<file path="src/rou_defs.svh">
`ifndef ROU_DEFS_SVH
`define ROU_DEFS_SVH

// ************************************************************
// instruction field positions
// ************************************************************
`define ROU_DST_LSB      0
`define ROU_DST_MSB      2
`define ROU_SRC_LSB      3
`define ROU_SRC_MSB      5
`define ROU_CLD_BIT      6
`define ROU_CM1_BIT      7
`define ROU_INC_BIT      8
`define ROU_CARRY_BIT    9
`define ROU_ADD_BIT      10
`define ROU_CLASS_LSB    11
`define ROU_CLASS_MSB    15

// ************************************************************
// codes and values
// ************************************************************
`define ROU_CLASS_CODE   5'h19
`define ROU_SEL_NONE     3'h0
`define ROU_OP_SWAP      2'h0
`define ROU_OP_AND       2'h1
`define ROU_OP_XOR       2'h2
`define ROU_OP_OR        2'h3
`define ROU_FLAG_RESET   1'b0
`define ROU_WORD_ZERO    16'h0000
`define ROU_WORD_ONE     16'h0001

`endif

</file>
<file path="src/rou_pkg.sv">
package rou_pkg;

  typedef logic [15:0] rou_word_t;

  // general registers, index 1..7; code 0 means no register
  typedef rou_word_t [7:1] rou_regs_t;

  typedef struct packed {
    logic       add_select;
    logic       carry_select;
    logic       add_constant_one;
    logic       complement_source;
    logic       clear_destination;
    logic [2:0] source_select;
    logic [2:0] destination_select;
  } rou_dec_t;

  typedef struct packed {
    logic       en;
    logic [2:0] sel;
    rou_word_t  data;
  } rou_wr_t;

endpackage : rou_pkg

</file>
<file path="src/rou_unit.sv">
`timescale 1ns/1ps
`include "rou_defs.svh"

module rou_unit (
  input  wire logic          mclk,
  input  wire logic          reset,
  input  wire logic          op_valid,
  input  wire logic [15:0]   instr,
  input  rou_pkg::rou_regs_t regs,
  output rou_pkg::rou_wr_t   wr_dst,
  output rou_pkg::rou_wr_t   wr_src,
  output logic               carry,
  output logic               overflow,
  output logic               done
);

  // ************************************************************
  // decode
  // ************************************************************
  function automatic rou_pkg::rou_word_t rou_pick(
    input rou_pkg::rou_regs_t r,
    input logic [2:0]         sel
  );
    if (sel == `ROU_SEL_NONE) begin
      rou_pick = `ROU_WORD_ZERO;
    end else begin
      rou_pick = r[sel];
    end
  endfunction : rou_pick

  rou_pkg::rou_dec_t  dec;
  rou_pkg::rou_word_t src_raw;
  rou_pkg::rou_word_t dst_raw;
  rou_pkg::rou_word_t dst_result;
  rou_pkg::rou_word_t src_result;
  logic               alu_carry;
  logic               alu_overflow;
  logic               take;
  logic               is_swap;

  assign take = op_valid &&
    (instr[`ROU_CLASS_MSB:`ROU_CLASS_LSB] == `ROU_CLASS_CODE);
  assign dec.add_select         = instr[`ROU_ADD_BIT];
  assign dec.carry_select       = instr[`ROU_CARRY_BIT];
  assign dec.add_constant_one   = instr[`ROU_INC_BIT];
  assign dec.complement_source  = instr[`ROU_CM1_BIT];
  assign dec.clear_destination  = instr[`ROU_CLD_BIT];
  assign dec.source_select      = instr[`ROU_SRC_MSB:`ROU_SRC_LSB];
  assign dec.destination_select = instr[`ROU_DST_MSB:`ROU_DST_LSB];

  assign src_raw = rou_pick(regs, dec.source_select);
  assign dst_raw = rou_pick(regs, dec.destination_select);
  assign is_swap = !dec.add_select &&
    ({dec.carry_select, dec.add_constant_one} == `ROU_OP_SWAP);

  rou_alu u_alu (
    .dec          (dec),
    .src_raw      (src_raw),
    .dst_raw      (dst_raw),
    .carry_in     (carry),
    .dst_result   (dst_result),
    .src_result   (src_result),
    .carry_out    (alu_carry),
    .overflow_out (alu_overflow)
  );

  // ************************************************************
  // results and indicators
  // ************************************************************
  rou_pkg::rou_wr_t wr_dst_r;
  rou_pkg::rou_wr_t wr_dst_nxt;
  rou_pkg::rou_wr_t wr_src_r;
  rou_pkg::rou_wr_t wr_src_nxt;
  logic             carry_r;
  logic             carry_nxt;
  logic             overflow_r;
  logic             overflow_nxt;
  logic             done_r;
  logic             done_nxt;
  logic             dst_none;

  assign dst_none = (dec.destination_select == `ROU_SEL_NONE);

  always_comb begin
    wr_dst_nxt      = '0;
    wr_src_nxt      = '0;
    carry_nxt       = carry_r;
    overflow_nxt    = overflow_r;
    done_nxt        = take;
    wr_dst_nxt.sel  = dec.destination_select;
    wr_dst_nxt.data = dst_result;
    wr_src_nxt.sel  = dec.source_select;
    wr_src_nxt.data = src_result;
    if (take) begin
      wr_dst_nxt.en = !dst_none;
      // on a same-register swap the destination write wins
      wr_src_nxt.en = is_swap && !dst_none &&
        (dec.source_select != `ROU_SEL_NONE) &&
        (dec.source_select != dec.destination_select);
      if (dec.add_select) begin
        if (dst_none) begin
          carry_nxt = `ROU_FLAG_RESET;
        end else begin
          carry_nxt    = alu_carry;
          overflow_nxt = alu_overflow;
        end
      end
    end
  end

  always_ff @(posedge mclk) begin
    if (reset) begin
      wr_dst_r   <= '0;
      wr_src_r   <= '0;
      carry_r    <= `ROU_FLAG_RESET;
      overflow_r <= `ROU_FLAG_RESET;
      done_r     <= 1'b0;
    end else begin
      wr_dst_r   <= wr_dst_nxt;
      wr_src_r   <= wr_src_nxt;
      carry_r    <= carry_nxt;
      overflow_r <= overflow_nxt;
      done_r     <= done_nxt;
    end
  end

  assign wr_dst   = wr_dst_r;
  assign wr_src   = wr_src_r;
  assign carry    = carry_r;
  assign overflow = overflow_r;
  assign done     = done_r;

  logic [4:0] mods;
  assign mods = {dec.add_select, dec.carry_select, dec.add_constant_one,
                 dec.complement_source, dec.clear_destination};
endmodule : rou_unit

</file>
<file path="src/rou_alu.sv">
`timescale 1ns/1ps
`include "rou_defs.svh"

module rou_alu (
  input  rou_pkg::rou_dec_t  dec,
  input  rou_pkg::rou_word_t src_raw,
  input  rou_pkg::rou_word_t dst_raw,
  input  wire logic          carry_in,
  output rou_pkg::rou_word_t dst_result,
  output rou_pkg::rou_word_t src_result,
  output logic               carry_out,
  output logic               overflow_out
);

  rou_pkg::rou_word_t src_op;
  rou_pkg::rou_word_t dst_op;
  logic [16:0]        sum;
  logic               cin;

  always_comb begin
    // source reads the register before any clearing takes effect
    src_op = dec.complement_source ? ~src_raw : src_raw;
    dst_op = dec.clear_destination ? `ROU_WORD_ZERO : dst_raw;
    // add-one wins over old carry when both are requested
    cin = dec.add_constant_one |
          (dec.carry_select & carry_in);
    sum = {1'b0, dst_op} + {1'b0, src_op} + {16'h0000, cin};
    carry_out    = sum[16];
    overflow_out = (dst_op[15] == src_op[15]) &&
                   (sum[15] != dst_op[15]);
    src_result = dst_op;
    if (dec.add_select) begin
      dst_result = sum[15:0];
    end else begin
      case ({dec.carry_select, dec.add_constant_one})
        `ROU_OP_SWAP: dst_result = src_op;
        `ROU_OP_AND:  dst_result = dst_op & src_op;
        `ROU_OP_XOR:  dst_result = dst_op ^ src_op;
        `ROU_OP_OR:   dst_result = dst_op | src_op;
        default:      dst_result = `ROU_WORD_ZERO;
      endcase
    end
  end

endmodule : rou_alu

</file>
<file path="config.mk">
export PLATFORM = sky130hd
export DESIGN_NAME = rou_unit
export DESIGN_NICKNAME = d
export VERILOG_FILES = /design/src/rou_pkg.sv /design/src/rou_unit.sv /design/src/rou_alu.sv
export VERILOG_INCLUDE_DIRS = /design/src /design/src/src
export SDC_FILE = /design/constraint.sdc
export NUM_CORES = 1
export LEC_CHECK = 0
export BUFFER_PORTS_ARGS = -buffer_cell sky130_fd_sc_hd__buf_2
export CORE_UTILIZATION = 54
export CTS_BUF_LIST = sky130_fd_sc_hd__clkbuf_4 sky130_fd_sc_hd__clkbuf_8
export DETAILED_ROUTE_END_ITERATION = 12
export MAX_ROUTING_LAYER = met4
export PLACE_DENSITY = 0.89
export SYNTH_ARGS = -nofsm -noshare
export SYNTH_HDL_FRONTEND = slang
export SYNTH_HIERARCHICAL = 1
export SYNTH_SLANG_ARGS = --single-unit
</file>
<file path="constraint.sdc">
create_clock -name mclk -period 8.1 [get_ports mclk]
set_input_delay 1.215 -clock mclk [delete_from_list [all_inputs] [get_ports mclk]]
set_output_delay 1.215 -clock mclk [all_outputs]
set_load 0.01 [all_outputs]
</file>
== Word level (Yosys, flattened, before mapping) ==
Cells that the tools add are included.

* Add/subtract/negate cells: 2
* Order comparisons: 2
* Equal/unequal tests: 7
* Multiplexer cells: 11
* Bitwise logic cells: 8
* Reductions and logical operators: 15

{| class="wikitable"
|+ Operators with widths
! operator !! number
|-
| 16-bit 2-to-1 mux || 7
|-
| 16-bit binary-select mux with 3-bit select || 2
|-
| 16-bit case mux with 4 select lines || 1
|-
| 16-bit by 16-bit adder with 17-bit output || 1
|-
| 17-bit by 1-bit adder with 17-bit output || 1
|-
| 16-bit AND || 1
|-
| 16-bit inverter || 1
|-
| 16-bit bitwise OR || 1
|-
| 16-bit XOR || 1
|-
| 3-bit by 4-bit less-than comparator with 1-bit output (second input constant) || 2
|-
| 1-bit logical AND || 6
|-
| 3-bit logical NOT || 2
|-
| 5-bit equality test (second input constant) || 1
|-
| 2-bit equality test (second input constant) || 2
|-
| 3-bit inequality test || 1
|-
| 3-bit AND reduction || 1
|-
| 3-bit nonzero test || 1
|-
| 2-bit by 1-bit equality test with 1-bit output (second input constant) || 1
|-
| 1-bit logical NOT || 2
|-
| 2-bit logical NOT || 1
|-
| 1-bit inverter || 2
|-
| 2-bit AND reduction || 1
|-
| 2-bit OR reduction || 1
|-
| 1-bit AND || 1
|-
| other kinds (4) || 4
|}

* Bits in registers: 43
* Word-level logic and storage cells: 54

== Longest topological paths before layout ==
Gate-level depths: netlist (run 1).

* Word-level depth: 9
* Depth in mapped cells: 19
* Gate-level depth less buffers: 16

== Cells and area by module ==
Netlist (run 1), hierarchy kept.

{| class="wikitable"
|+ By module, submodules not included
! module !! instances !! cells an instance !! area each (µm²)
|-
| rou_unit || 1 || 294 || 3,079.2
|-
| rou_alu || 1 || 271 || 2,021.9
|}

== Worst setup path before layout (run 1) ==
No wires, ideal clock.

* Path type: input to register
* Start point: input port instr[3]
* End point: register overflow_r, in the netlist overflow
* Library setup time: 0.124 ns
* Arrival time: 4.470 ns
* Required time: 7.976 ns
* Path slack: 3.505 ns
* Stages: 16
* Path buffers: 2
* Path through: buf_6 > buf_6 > mux4_2 > nand2_1 > o21ai_1 > xor2_2 > inv_1 > ha_1 > and3b_1 > a311o_1 > a31o_1 > a311o_1 > a21oi_1 > mux2_1 > nand2b_1 > mux2i_1

* Cells in the longest elaborated chain, start to end: 9
* Elaborated cells between the ends (all ways): 11
* Those cells by class: add/sub (2); eq/ne (2); mux (4); bitwise (1); reduce/logical (2)

{| class="wikitable"
|+ Ends and longest elaborated chain
! what !! RTL line !! source
|-
| start: declaration || rou_unit.sv:8 || <nowiki>input wire logic [15:0] instr,</nowiki>
|-
| 16-bit binary-select mux with 3-bit select || rou_unit.sv:27 || <nowiki>rou_pick = r[sel];</nowiki>
|-
| 16-bit 2-to-1 mux (implied by the code) || rou_unit.sv:27 ||
|-
| 16-bit 2-to-1 mux * || rou_unit.sv:24 || <nowiki>if (sel == `ROU_SEL_NONE) begin</nowiki>
|-
| via src_raw[1] || rou_unit.sv:32 || <nowiki>rou_pkg::rou_word_t src_raw;</nowiki>
|-
| 16-bit inverter || rou_alu.sv:22 || <nowiki>src_op = dec.complement_source ? ~src_raw : src_raw;</nowiki>
|-
| 16-bit 2-to-1 mux * || rou_alu.sv:22 ||
|-
| 16-bit by 16-bit adder with 17-bit output * || rou_alu.sv:27 || <nowiki>sum = {1'b0, dst_op} + {1'b0, src_op} + {16'h0000, cin};</nowiki>
|-
| 17-bit by 1-bit adder with 17-bit output * || rou_alu.sv:27 ||
|-
| 1-bit inequality test * || rou_alu.sv:30 || <nowiki>(sum[15] != dst_op[15]);</nowiki>
|-
| 1-bit logical AND * || rou_alu.sv:29 || <nowiki>overflow_out = (dst_op[15] == src_op[15]) &&</nowiki>
|-
| via alu_overflow || rou_unit.sv:37 || <nowiki>logic alu_overflow;</nowiki>
|-
| end signal: assignment || rou_unit.sv:116 || <nowiki>overflow_r <= `ROU_FLAG_RESET;</nowiki>
|-
| end signal: assignment || rou_unit.sv:122 || <nowiki>overflow_r <= overflow_nxt;</nowiki>
|-
| end: declaration || rou_unit.sv:76 || <nowiki>logic overflow_r;</nowiki>
|}

Mark *: on every way through the listed nets, which the timed path passes. The rest lies on a longest branch. The select of a mux whose other input is x is not followed.
A chain may end at the register's enable or synchronous reset.

== Worst setup path in the final report (run 1) ==
* Start point: input port instr[4]
* End point: register overflow_r, in the netlist overflow

The elaborated chain is that of the path after synthesis.

==> results of run 1 <==
## layout make-up
class / instances / area (um^2) / share of cell area, %
multi-input cells: 414 / 3760 / 63.2
repair buffers: 175 / 881 / 14.8
flip-flops and latches: 43 / 861 / 14.5
inverters: 58 / 218 / 3.66
well taps: 111 / 139 / 2.34
clock buffers: 6 / 82.6 / 1.39
clock inverters: 1 / 5.00 / 0.0842
## stage by stage
| stage | cells | worst slack (ns) | util [%] |
|---|---|---|---|
| after global placement | 801 | 2.26 | 63.7 |
| final | 808 | 2.43 | 64.6 |
| after global routing | 808 | 2.09 | 64.6 |
| after floorplan | 565 | 3.51 | - |
| after detailed placement | 801 | 2.12 | 63.7 |
| after CTS | 808 | 2.44 | 64.6 |
## power groups by stage
stage	combinational (W)	sequential [W]	clock, W
detailed placement	0.000428	0.000240	0
global route	0.000477	0.000237	0.000150
global placement	0.000416	0.000239	0
floorplan	0.000300	0.000251	0
finish	0.000434	0.000235	0.000136
CTS	0.000430	0.000235	0.000141
## registers in the layout, summed over array words and instances (netlist names)
register,cells
wr_dst,20
wr_src,20
carry,1
done,1
overflow,1
## cell families (layout without fill, tap and decap cells)
logic type               Yosys count  count (layout)
adder cells (fa/ha/maj)           33              33
buffers and inverters            108             240
flip-flops                        43              43
multiplexers                      83              83
XOR/XNOR                          30              30
AND/OR/NAND/NOR                  140             140
AO/OA/AOI/OAI                    128             128
## worst max-delay path: cells and delay by family
| family | cells | cell delay (ns) |
|---|---|---|
| AOI/OAI and AO/OA | 6 | 1.69 |
| and+or+nand+nor | 3 | 1.25 |
| buffers and inverters | 2 | 0.71 |
| muxes | 2 | 0.41 |
| adders and majority gates | 1 | 0.33 |
| xor gates and xnor gates | 1 | 0.24 |
## synthesized netlist by cell type (all sizes together) (5+ instances only)
master,count,share of area (%)
a31oi,5,0.61
nand2b,14,1.7
mux4,47,21
nor2b,47,5.8
nand2,31,2.3
xor2,25,4.4
o21ai,34,3.3
buf,30,3.7
inv,57,4.2
xnor2,5,0.86
mux2,34,7.5
a22oi,26,3.8
nor2,22,1.6
a221oi,7,1.4
a21o,8,1.2
dfxtp,43,17
clkbuf,20,1.5
a21oi,30,2.9
nand3,7,0.69
ha,32,7.8
## worst min path at each step
stage | startpoint | to | slack [ns] | cells after the start
floorplan | overflow | overflow | 0.49 | 2
global placement | overflow | overflow | 0.47 | 2
detailed placement | overflow | overflow | 0.49 | 2
CTS | overflow | overflow | 0.50 | 2
global route | overflow | overflow | 0.53 | 2
finish | overflow | overflow | 0.49 | 2
## per-layer routing
layer	track usage, %	routed length (um)	part of all wire [%]
met1	39.4	6130	43
met2	51.6	7070	49
met3	2.18	838	5.9
met4	8.60	263	1.8
met5	-	0	0
==> summary.txt, run 1 <==
Num CTS Buffers - 5
Final setup TNS - 0 ns
Final period util - 70.0%
Final count of hold timing violations - 0
Xor/xnor share of the synthesized area - 5.30%
Avg Cell Area, Syn - 9.03 um^2
Setup Buffers After CTS - 0
Final Power - 0.000805 W
Overall die width - 99.2 um
Initial Utilization - 55.5%
Clock tree buffer depth - 2
Ys flop type - dfxtp_1
Largest family of logic cells by synthesized area - multiplexers
Vias in the first global route - 4,724
Compound-cell area share of the yosys netlist - 16.4%
Area growth, synth to finish - 16.5%
Post-synth cell types - 54
Ant. Diodes - 0
Internal - 0.000501 W
Core area - 9200 um^2
Crit path from - instr[4]
CTS H-tree lvls - 2
Leak pwr - 2.87 nW
Sequential area share after synthesis - 16.9%
Fraction of layout cells with a size suffix above 1 - 38.5%
Max-slew headroom - 23.5%
Clock Sink Count - 43
Vias - 4,816
PwrDens - 135 nW/um^2
Drt first-iter violations - 198
R2R depth - 10
MaxCap Viol Count - 0
Hold Crit Class - flip-flop to flip-flop
Number of flops mapped to enable cells by yosys - 0
Finished Cell Area - 5940 um^2
GR Overflow Total - 0
Die Y-Extent - 99.2 um
Logic pwr share - 53.9%
Power share of the clock group - 16.9%
Final setup viols - 0
FILL cells - 784
Hold WS - 0.493 ns
CTS tree - yes
Clock Skew - 0.00353 ns
Root buf cell - clkbuf_8
Commonest non-fill, non-tap cell in the layout - buf_2
Worst-Margin Slew - 1.14 ns
Vias per inst - 5.96
Synthesized net count - 729
Detailed placement HPWL - 11,400 um
R2R setup slack - 5.36 ns
Mapped cell area - 5100 um^2
Mux cell area share after synthesis - 28.6%
Crit-path most repeated cell - a311o_1
Most frequent cells in the layout - buf_2, inv_1, nor2b_1, mux4_2, dfxtp_1
Pre-antenna DRT Iters - 4
CP required - 8.28 ns
Clock-pin slew on the worst setup and hold paths - 0.07 ns
Max Slew Vio Count - 0
Largest net degree at the start of global routing - 44
Switching Share - 37.8%
Post-Synth Simple-Gate Area - 15.1%
CP max FO - 36
Final #Nets - 861
Per-cell routed wire length - 17.7 um
Cells after Synth - 565
Antenna viol nets, final - 0
RSZ-0062 raised after global routing - false
First-pass GRT wire length - 23,000 um
Worst path cell trace - buf_2, nor2b_1, a22oi_1, o21ai_1, xor2_2, inv_1, ha_1, and3b_1, a311o_1, a31o_1, a311o_1, a21oi_1, mux2_1, nand2b_1, mux2i_1
Hold buffers post-CTS - 0
Tot GR Track Use - 30.5%
Status - complete, no violations
R2R Path End - overflow
Worst setup path class - input pin to flip-flop
Resized Gates After CTS - 0
Fmax - 176 MHz
Post-synthesis adder-cell area fraction - 8.24%
Initial antenna violation count - 0
Maximum vdd drop - 0.0605 mV
Async set-or-reset flop fraction in the synthesized netlist - 0%
CP max stage delay - 0.98 ns
CP endpoint - overflow
Worst setup SP type - input pin
Io pins - 174
Crit-path slowest cell - nor2b_1
WL final - 14,300 um
Arrival time worst endpoint - 5.85 ns
Worst skew pair latency - 0.30 ns
P_sw - 0.000304 W
Reg-to-reg critical path startpoint - carry
Post-DP Area - 5850 um^2
Seq pwr share - 29.2%
Total number of yosys warnings - 6
#FFs+latches synth - 43
PortBufs - 173
CP endpoint kind - flip-flop
Total Die Area - 9840 um^2
GP Congestion - 0.936
Min Tclk post-route - 5.67 ns
Row count - 35
DRC viols - 0
Power figures use the tool's default switching activity.
==> run 2, diff against run 1 <==
ABC_AREA = 1   (was not set)
CORE_UTILIZATION = 49   (was 54)
PLACE_DENSITY = 0.84   (was 0.89)
clock period = 4.95 ns   (was 8.1 ns; I/O delays follow)
==> run 2 against run 1 <==
Cell count rose by 54%. Non-clock buffer count unchanged. First-iteration DRC count increased to 2.8 times the previous value. Critical path depth rose by 7.
==> summary.txt, run 2 <==
Status - complete, no violations
Tot GR Track Use - 32.3% (+1.9 points)
Maximum vdd drop - 0.130 mV (+110%)
Leak pwr - 3.80 nW (+33%)
Die Y-Extent - 110 um (+11%)
Min Tclk post-route - 3.70 ns
Cells after Synth - 971 (+72%)
Clock Skew - 0.0239 ns (+0.0204 ns)
Setup Buffers After CTS - 0 (unchanged)
First-pass GRT wire length - 29,800 um (+29%)
CP bufs+invs - 4 (+2)
Total number of yosys warnings - 6 (unchanged)
Per-cell routed wire length - 15.0 um (-15%)
Area growth, synth to finish - 13.3%
#FFs+latches synth - 43 (unchanged)
Ys flop type - dfxtp_1
Worst hold path depth - 2 (unchanged)
Synthesized net count - 1,135 (+56%)
Io pins - 174 (unchanged)
R2R setup slack - 2.96 ns (-2.40 ns)
Vias - 6,823 (+42%)
Worst path cell trace - buf_2, nand2_4, o22ai_1, nand2_1, nand2_1, inv_1, nor2_4, inv_1, ha_1, nand2_1, nor2_1, nor2_1, nand2_4, nand2_4, nand2_4, nand2_1, nand2_1, nand2_1, nand3_1, nand2_1, inv_1, nor2_1
Clock Sink Count - 43 (unchanged)
R2R depth - 15 (+5)
Sequential area share after synthesis - 15.0% (-1.9 points)
Top cells by area, synth - nand2_1, dfxtp_1, inv_1
Final period util - 74.8%
Hold Crit Class - flip-flop to flip-flop
Async set-or-reset flop fraction in the synthesized netlist - 0% (unchanged)
Final setup TNS - 0 ns (unchanged)
Worst-Margin Slew - 0.807 ns (-0.338 ns)
CP max stage delay - 0.61 ns (-0.37 ns)
Overall die width - 110 um (+11%)
CP required - 5.19 ns (-3.09 ns)
Post-synth top area cell - nand2_1
CP max FO - 36 (unchanged)
WL final - 18,800 um (+31%)
GP Congestion - 0.997 (+6.6%)
Ant. Diodes - 0 (unchanged)
Post-synth cell types - 38 (-30%)
GR Overflow Total - 0 (unchanged)
Drt first-iter violations - 556 (+180%)
Final #Nets - 1,267 (+47%)
Sequential cell area - 861 um^2 (unchanged)
Clock tree buffer depth - 2 (unchanged)
Area of the multi-input gates - 3820 um^2 (+1.8%)
Final count of hold timing violations - 0 (unchanged)
Fraction of layout cells with a size suffix above 1 - 22.6% (-16 points)
Count leader, synth - nand2_1
Worst setup SP type - input pin
Num CTS Buffers - 5 (unchanged)
Number of flops mapped to enable cells by yosys - 0 (unchanged)
Worst setup path class - input pin to flip-flop
Vias per inst - 5.47 (-8.2%)
Crit-path most repeated cell - nand2_1
R2R Path End - wr_dst[12]
Final Util - 57.0% (-7.6 points)
Root buf cell - clkbuf_8
Yosys top cell area share - 18.3% (-2.4 points)
Max-slew headroom - 46.2% (+23 points)
PwrDens - 209 nW/um^2 (+54%)
Pre-antenna DRT Iters - 6 (+2)
Critical Path Stages - 22 (+7)
Final setup viols - 0 (unchanged)
Total Die Area - 12,200 um^2 (+24%)
Hold Path Sink - overflow
Finished Cell Area - 6510 um^2 (+9.6%)
Avg Cell Area, Syn - 5.92 um^2 (-34%)
Fmax - 270 MHz
Worst Hold Launch - overflow
FILL cells - 1,214 (+55%)
Arrival time worst endpoint - 3.94 ns (-1.91 ns)
Vias in the first global route - 6,375 (+35%)
Hold buffers post-CTS - 0 (unchanged)
PortBufs - 173 (unchanged)
Initial Utilization - 50.4% (-5.1 points)
Detailed placement HPWL - 13,900 um (+23%)
Resized Gates After CTS - 0 (unchanged)
CTS tree - yes
CTS H-tree lvls - 2 (unchanged)
Initial antenna violation count - 0 (unchanged)
Clock-pin slew on the worst setup and hold paths - 0.11 ns (+0.04 ns)
RSZ-0062 raised after global routing - false
Crit-path slowest cell - buf_2
CP endpoint kind - flip-flop
Post-synth top cells - nand2_1, inv_1, nor2_1
Most frequent cells in the layout - nand2_1, buf_2, inv_1, nor2_1, o21ai_0
Largest net degree at the start of global routing - 42 (-4.5%)
Worst skew pair latency - 0.32 ns (+0.02 ns)
Core area - 11,400 um^2 (+24%)
Top delay family on crit path - simple AND/OR/NAND/NOR gates
Antenna viol nets, final - 0 (unchanged)
Max Slew Vio Count - 0 (unchanged)
DRC viols - 0 (unchanged)
Reg-to-reg critical path startpoint - carry
Mapped cell area - 5750 um^2 (+13%)
Post-DP Area - 6420 um^2 (+9.7%)
Commonest non-fill, non-tap cell in the layout - nand2_1
MaxCap Viol Count - 0 (unchanged)
Row count - 39 (+11%)
Hold WS - 0.556 ns (+0.0627 ns)
## run 2: changes by cell type in the layout (fill, tap and decap cells not counted), sizes merged, moves of 47 or more
cell   delta
nor2     +79
mux4     -47
nand2   +271
inv     +121
nor2b    -47
nand3    +49
## run 2: layout make-up
cell class              instances  share of cell area (%)
well taps                     143                    2.75
multi-input cells             699                    58.7
inverters                     179                    10.4
clock buffers                   6                    1.17
clock inverters                 2                   0.192
flip-flops and latches         43                    13.2
repair buffers                175                    13.5
## run 2: kinds of logic after synthesis
group	count (synthesis)	synth area share [%]
simple gates	464	34.9
compound gates	182	21.2
xor+xnor	20	3.05
flops	43	15.0
fa+ha+maj	33	7.31
buf+inv	229	18.5
## run 2: worst max-delay path by stage
stage | end | slack [ns] | start
finish | wr_dst[11] | 1.25 | instr[0]
global route | wr_dst[9] | 1.02 | instr[0]
CTS | overflow | 1.33 | instr[0]
detailed placement | overflow | 1.02 | instr[0]
global placement | overflow | 1.03 | instr[0]
floorplan | overflow | 1.95 | instr[3]
## run 2: worst min-delay path, delay by kind of cell, from the launching register on
| kind | cells | cell delay [ns] |
|---|---|---|
| AND/OR/NAND/NOR | 1 | 0.05 |
| AO/OA/AOI/OAI | 1 | 0.12 |
| flip-flops | 1 | 0.36 |
## run 2: per-stage QoR
step / std cells / worst slack [ns] / total power [W]
2_1_floorplan: 971 / 1.95 / 0.000920
3_3_place_gp: 1239 / 1.03 / 0.00110
3_5_place_dp: 1239 / 1.02 / 0.00111
4_1_cts: 1247 / 1.33 / 0.00135
5_1_grt: 1247 / 1.02 / 0.00147
6_report: 1247 / 1.25 / 0.00136
## run 2: where the power goes
group | leakage (nW) | internal (W) | switching, W
combinational | 3.40 | 0.000263 | 0.000474
sequential | 0.354 | 0.000373 | 0.00000561
clock | 0.0446 | 0.000104 | 0.000137
## run 2: metal layers
metal  track usage [%]  wire length [um]  up-vias
met5                 -                 0        -
met2              52.6              8470      427
li1                  -                 -     3320
met4              14.5               776        0
met3              4.00              1730       70
met1              39.9              7780     3006
==> run 3, diff against run 2 <==
CORE_UTILIZATION = 54   (was 49)
PLACE_DENSITY = 0.87   (was 0.84)
clock period = 3.8 ns   (was 4.95 ns; I/O delays follow)
==> run 3 against run 2 <==
Count of clock-buffer cells in the layout up 1. Non-clock buffer count increased by 7. Cell count did not move. Sequential share of layout area decreased by 0.17 points. Register-to-register slack worse by 1.2 ns. Sequential power rose by 31%. Critical path type unchanged.
==> summary.txt, run 3 (synthesized netlist as in run 2, its figures left out) <==
Status - complete, no violations
PortBufs - 173 (unchanged)
Clock-pin slew on the worst setup and hold paths - 0.08 ns (-0.03 ns)
GR Overflow Total - 0 (unchanged)
CTS H-tree lvls - 2 (unchanged)
Hold Crit Class - flip-flop to flip-flop
DP Cell Count - 1,239 (unchanged)
Io pins - 174 (unchanged)
Overall die width - 105 um (-4.7%)
CTS tree - yes
Final Util - 63.9% (+6.9 points)
Final Power - 0.00178 W (+31%)
Crit-path slowest cell - ha_1
CP max FO - 33 (-8.3%)
Total Die Area - 11,100 um^2 (-9.1%)
Clock Sink Count - 43 (unchanged)
Worst setup SP type - input pin
CP endpoint - overflow
Fraction of layout cells with a size suffix above 1 - 23.1% (+0.49 points)
Area growth, synth to finish - 14.7%
WL final - 17,600 um (-6.3%)
Worst hold path depth - 2 (unchanged)
MaxCap Viol Count - 0 (unchanged)
CP required - 3.99 ns (-1.20 ns)
First-pass GRT wire length - 28,800 um (-3.2%)
CP endpoint kind - flip-flop
DRC viols - 0 (unchanged)
Final setup viols - 0 (unchanged)
Final count of hold timing violations - 0 (unchanged)
Min Tclk post-route - 3.16 ns
Max-slew headroom - 49.3% (+3.1 points)
Max Slew Vio Count - 0 (unchanged)
Ant. Diodes - 0 (unchanged)
Vias per inst - 5.49 (+0.28%)
Core area - 10,300 um^2 (-9.6%)
Commonest non-fill, non-tap cell in the layout - nand2_1
Row count - 37 (-5.1%)
R2R depth - 14 (-1)
Antenna viol nets, final - 0 (unchanged)
Initial Utilization - 55.7% (+5.3 points)
Drt first-iter violations - 482 (-13%)
Final setup TNS - 0 ns (unchanged)
Resized Gates After CTS - 0 (unchanged)
Top delay family on crit path - simple AND/OR/NAND/NOR gates
Vias - 6,842 (+0.28%)
Num CTS Buffers - 5 (unchanged)
Worst Setup Slack, final - 0.635 ns (-0.612 ns)
Clock tree buffer depth - 2 (unchanged)
Most frequent cells in the layout - nand2_1, buf_2, inv_1, nor2_1, o21ai_0
Hold buffers post-CTS - 0 (unchanged)
Worst skew pair latency - 0.30 ns (-0.02 ns)
Root buf cell - clkbuf_8
Largest net degree at the start of global routing - 42 (unchanged)
Crit-path most repeated cell - nand2_1
Die Y-Extent - 105 um (-4.7%)
CP max stage delay - 0.36 ns (-0.25 ns)
Per-cell routed wire length - 14.1 um (-6.3%)
Worst setup path class - input pin to flip-flop
R2R Path End - carry
PwrDens - 270 nW/um^2 (+29%)
Final period util - 83.3%
Pre-CTS WS - 0.407 ns (-0.608 ns)
RSZ-0062 raised after global routing - false
CP bufs+invs - 3 (-1)
Arrival time worst endpoint - 3.36 ns (-0.58 ns)
Maximum vdd drop - 0.166 mV (+28%)
Final non-filler cell total - 1,247 (unchanged)
Crit path from - instr[3]
Reg-to-reg critical path startpoint - carry
Setup Buffers After CTS - 0 (unchanged)
Tot GR Track Use - 32.9% (+0.55 points)
Final #Nets - 1,274 (+0.55%)
Leak pwr - 3.85 nW (+1.3%)
Critical Path Stages - 19 (-14%)
Clock Skew - 0.00685 ns (-0.0171 ns)
Fmax - 316 MHz
Detailed placement HPWL - 13,400 um (-3.6%)
Worst-Margin Slew - 0.761 ns (-0.0463 ns)
Vias in the first global route - 6,339 (-0.56%)
Worst path cell trace - buf_2, inv_4, nand2_1, nand3_1, o211ai_2, nand2_1, nand2_1, xnor2_1, ha_1, nand2_1, o21ai_0, a21oi_1, nand2_2, nor2_1, nor2_2, inv_1, nand3_1, nand2_1, nor2_1
Pre-antenna DRT Iters - 7 (+1)
Initial antenna violation count - 0 (unchanged)
GP Congestion - 0.975 (-2.2%)
R2R setup slack - 1.80 ns (-1.16 ns)
## run 3: worst min path at each step
stage	from	to	slack [ns]
after floorplan	carry	carry	0.50
after global placement	overflow	overflow	0.52
after detailed placement	overflow	overflow	0.53
after CTS	overflow	overflow	0.54
after global routing	overflow	overflow	0.57
final	overflow	overflow	0.54
## run 3: metal layers
| metal | global-route usage (%) | up-vias | wire [um] |
|---|---|---|---|
| met2 | 57.2 | 351 | 8420 |
| met5 | - | - | 0 |
| met4 | 11.5 | 0 | 514 |
| met1 | 39.5 | 3110 | 7260 |
| li1 | - | 3336 | - |
| met3 | 3.12 | 45 | 1370 |
## run 3: final cells by class
cell class | count | area [um^2]
Timing Repair Buffer | 182 | 958
Inverter | 179 | 677
Fill cell | 1066 | 3730
Multi-Input combinational cell | 699 | 3820
Sequential cell | 43 | 861
Clock buffer | 7 | 96.3
Tap cell | 136 | 170
Clock inverter | 1 | 7.51
## run 3: through the flow
stage | cell area [um^2] | hold slack, ns
4_1_cts | 6600 | 0.540
2_1_floorplan | 5750 | 0.500
5_1_grt | 6600 | 0.567
3_3_place_gp | 6490 | 0.524
3_5_place_dp | 6490 | 0.530
6_report | 6600 | 0.545
## run 3: worst register-to-register path, delay by kind of cell, from the launching register on
| family | cells | cell delay, ns |
|---|---|---|
| buf+inv | 2 | 0.13 |
| compound gates | 2 | 0.25 |
| flops | 1 | 0.41 |
| simple gates | 8 | 0.61 |
| fa+ha+maj | 2 | 0.54 |
## run 3: report_power, final
group	internal [W]	switching, W	leakage, nW
combinational	0.000350	0.000605	3.44
sequential	0.000487	0.00000894	0.354
clock	0.000166	0.000164	0.0505
total	0.00100	0.000778	3.85
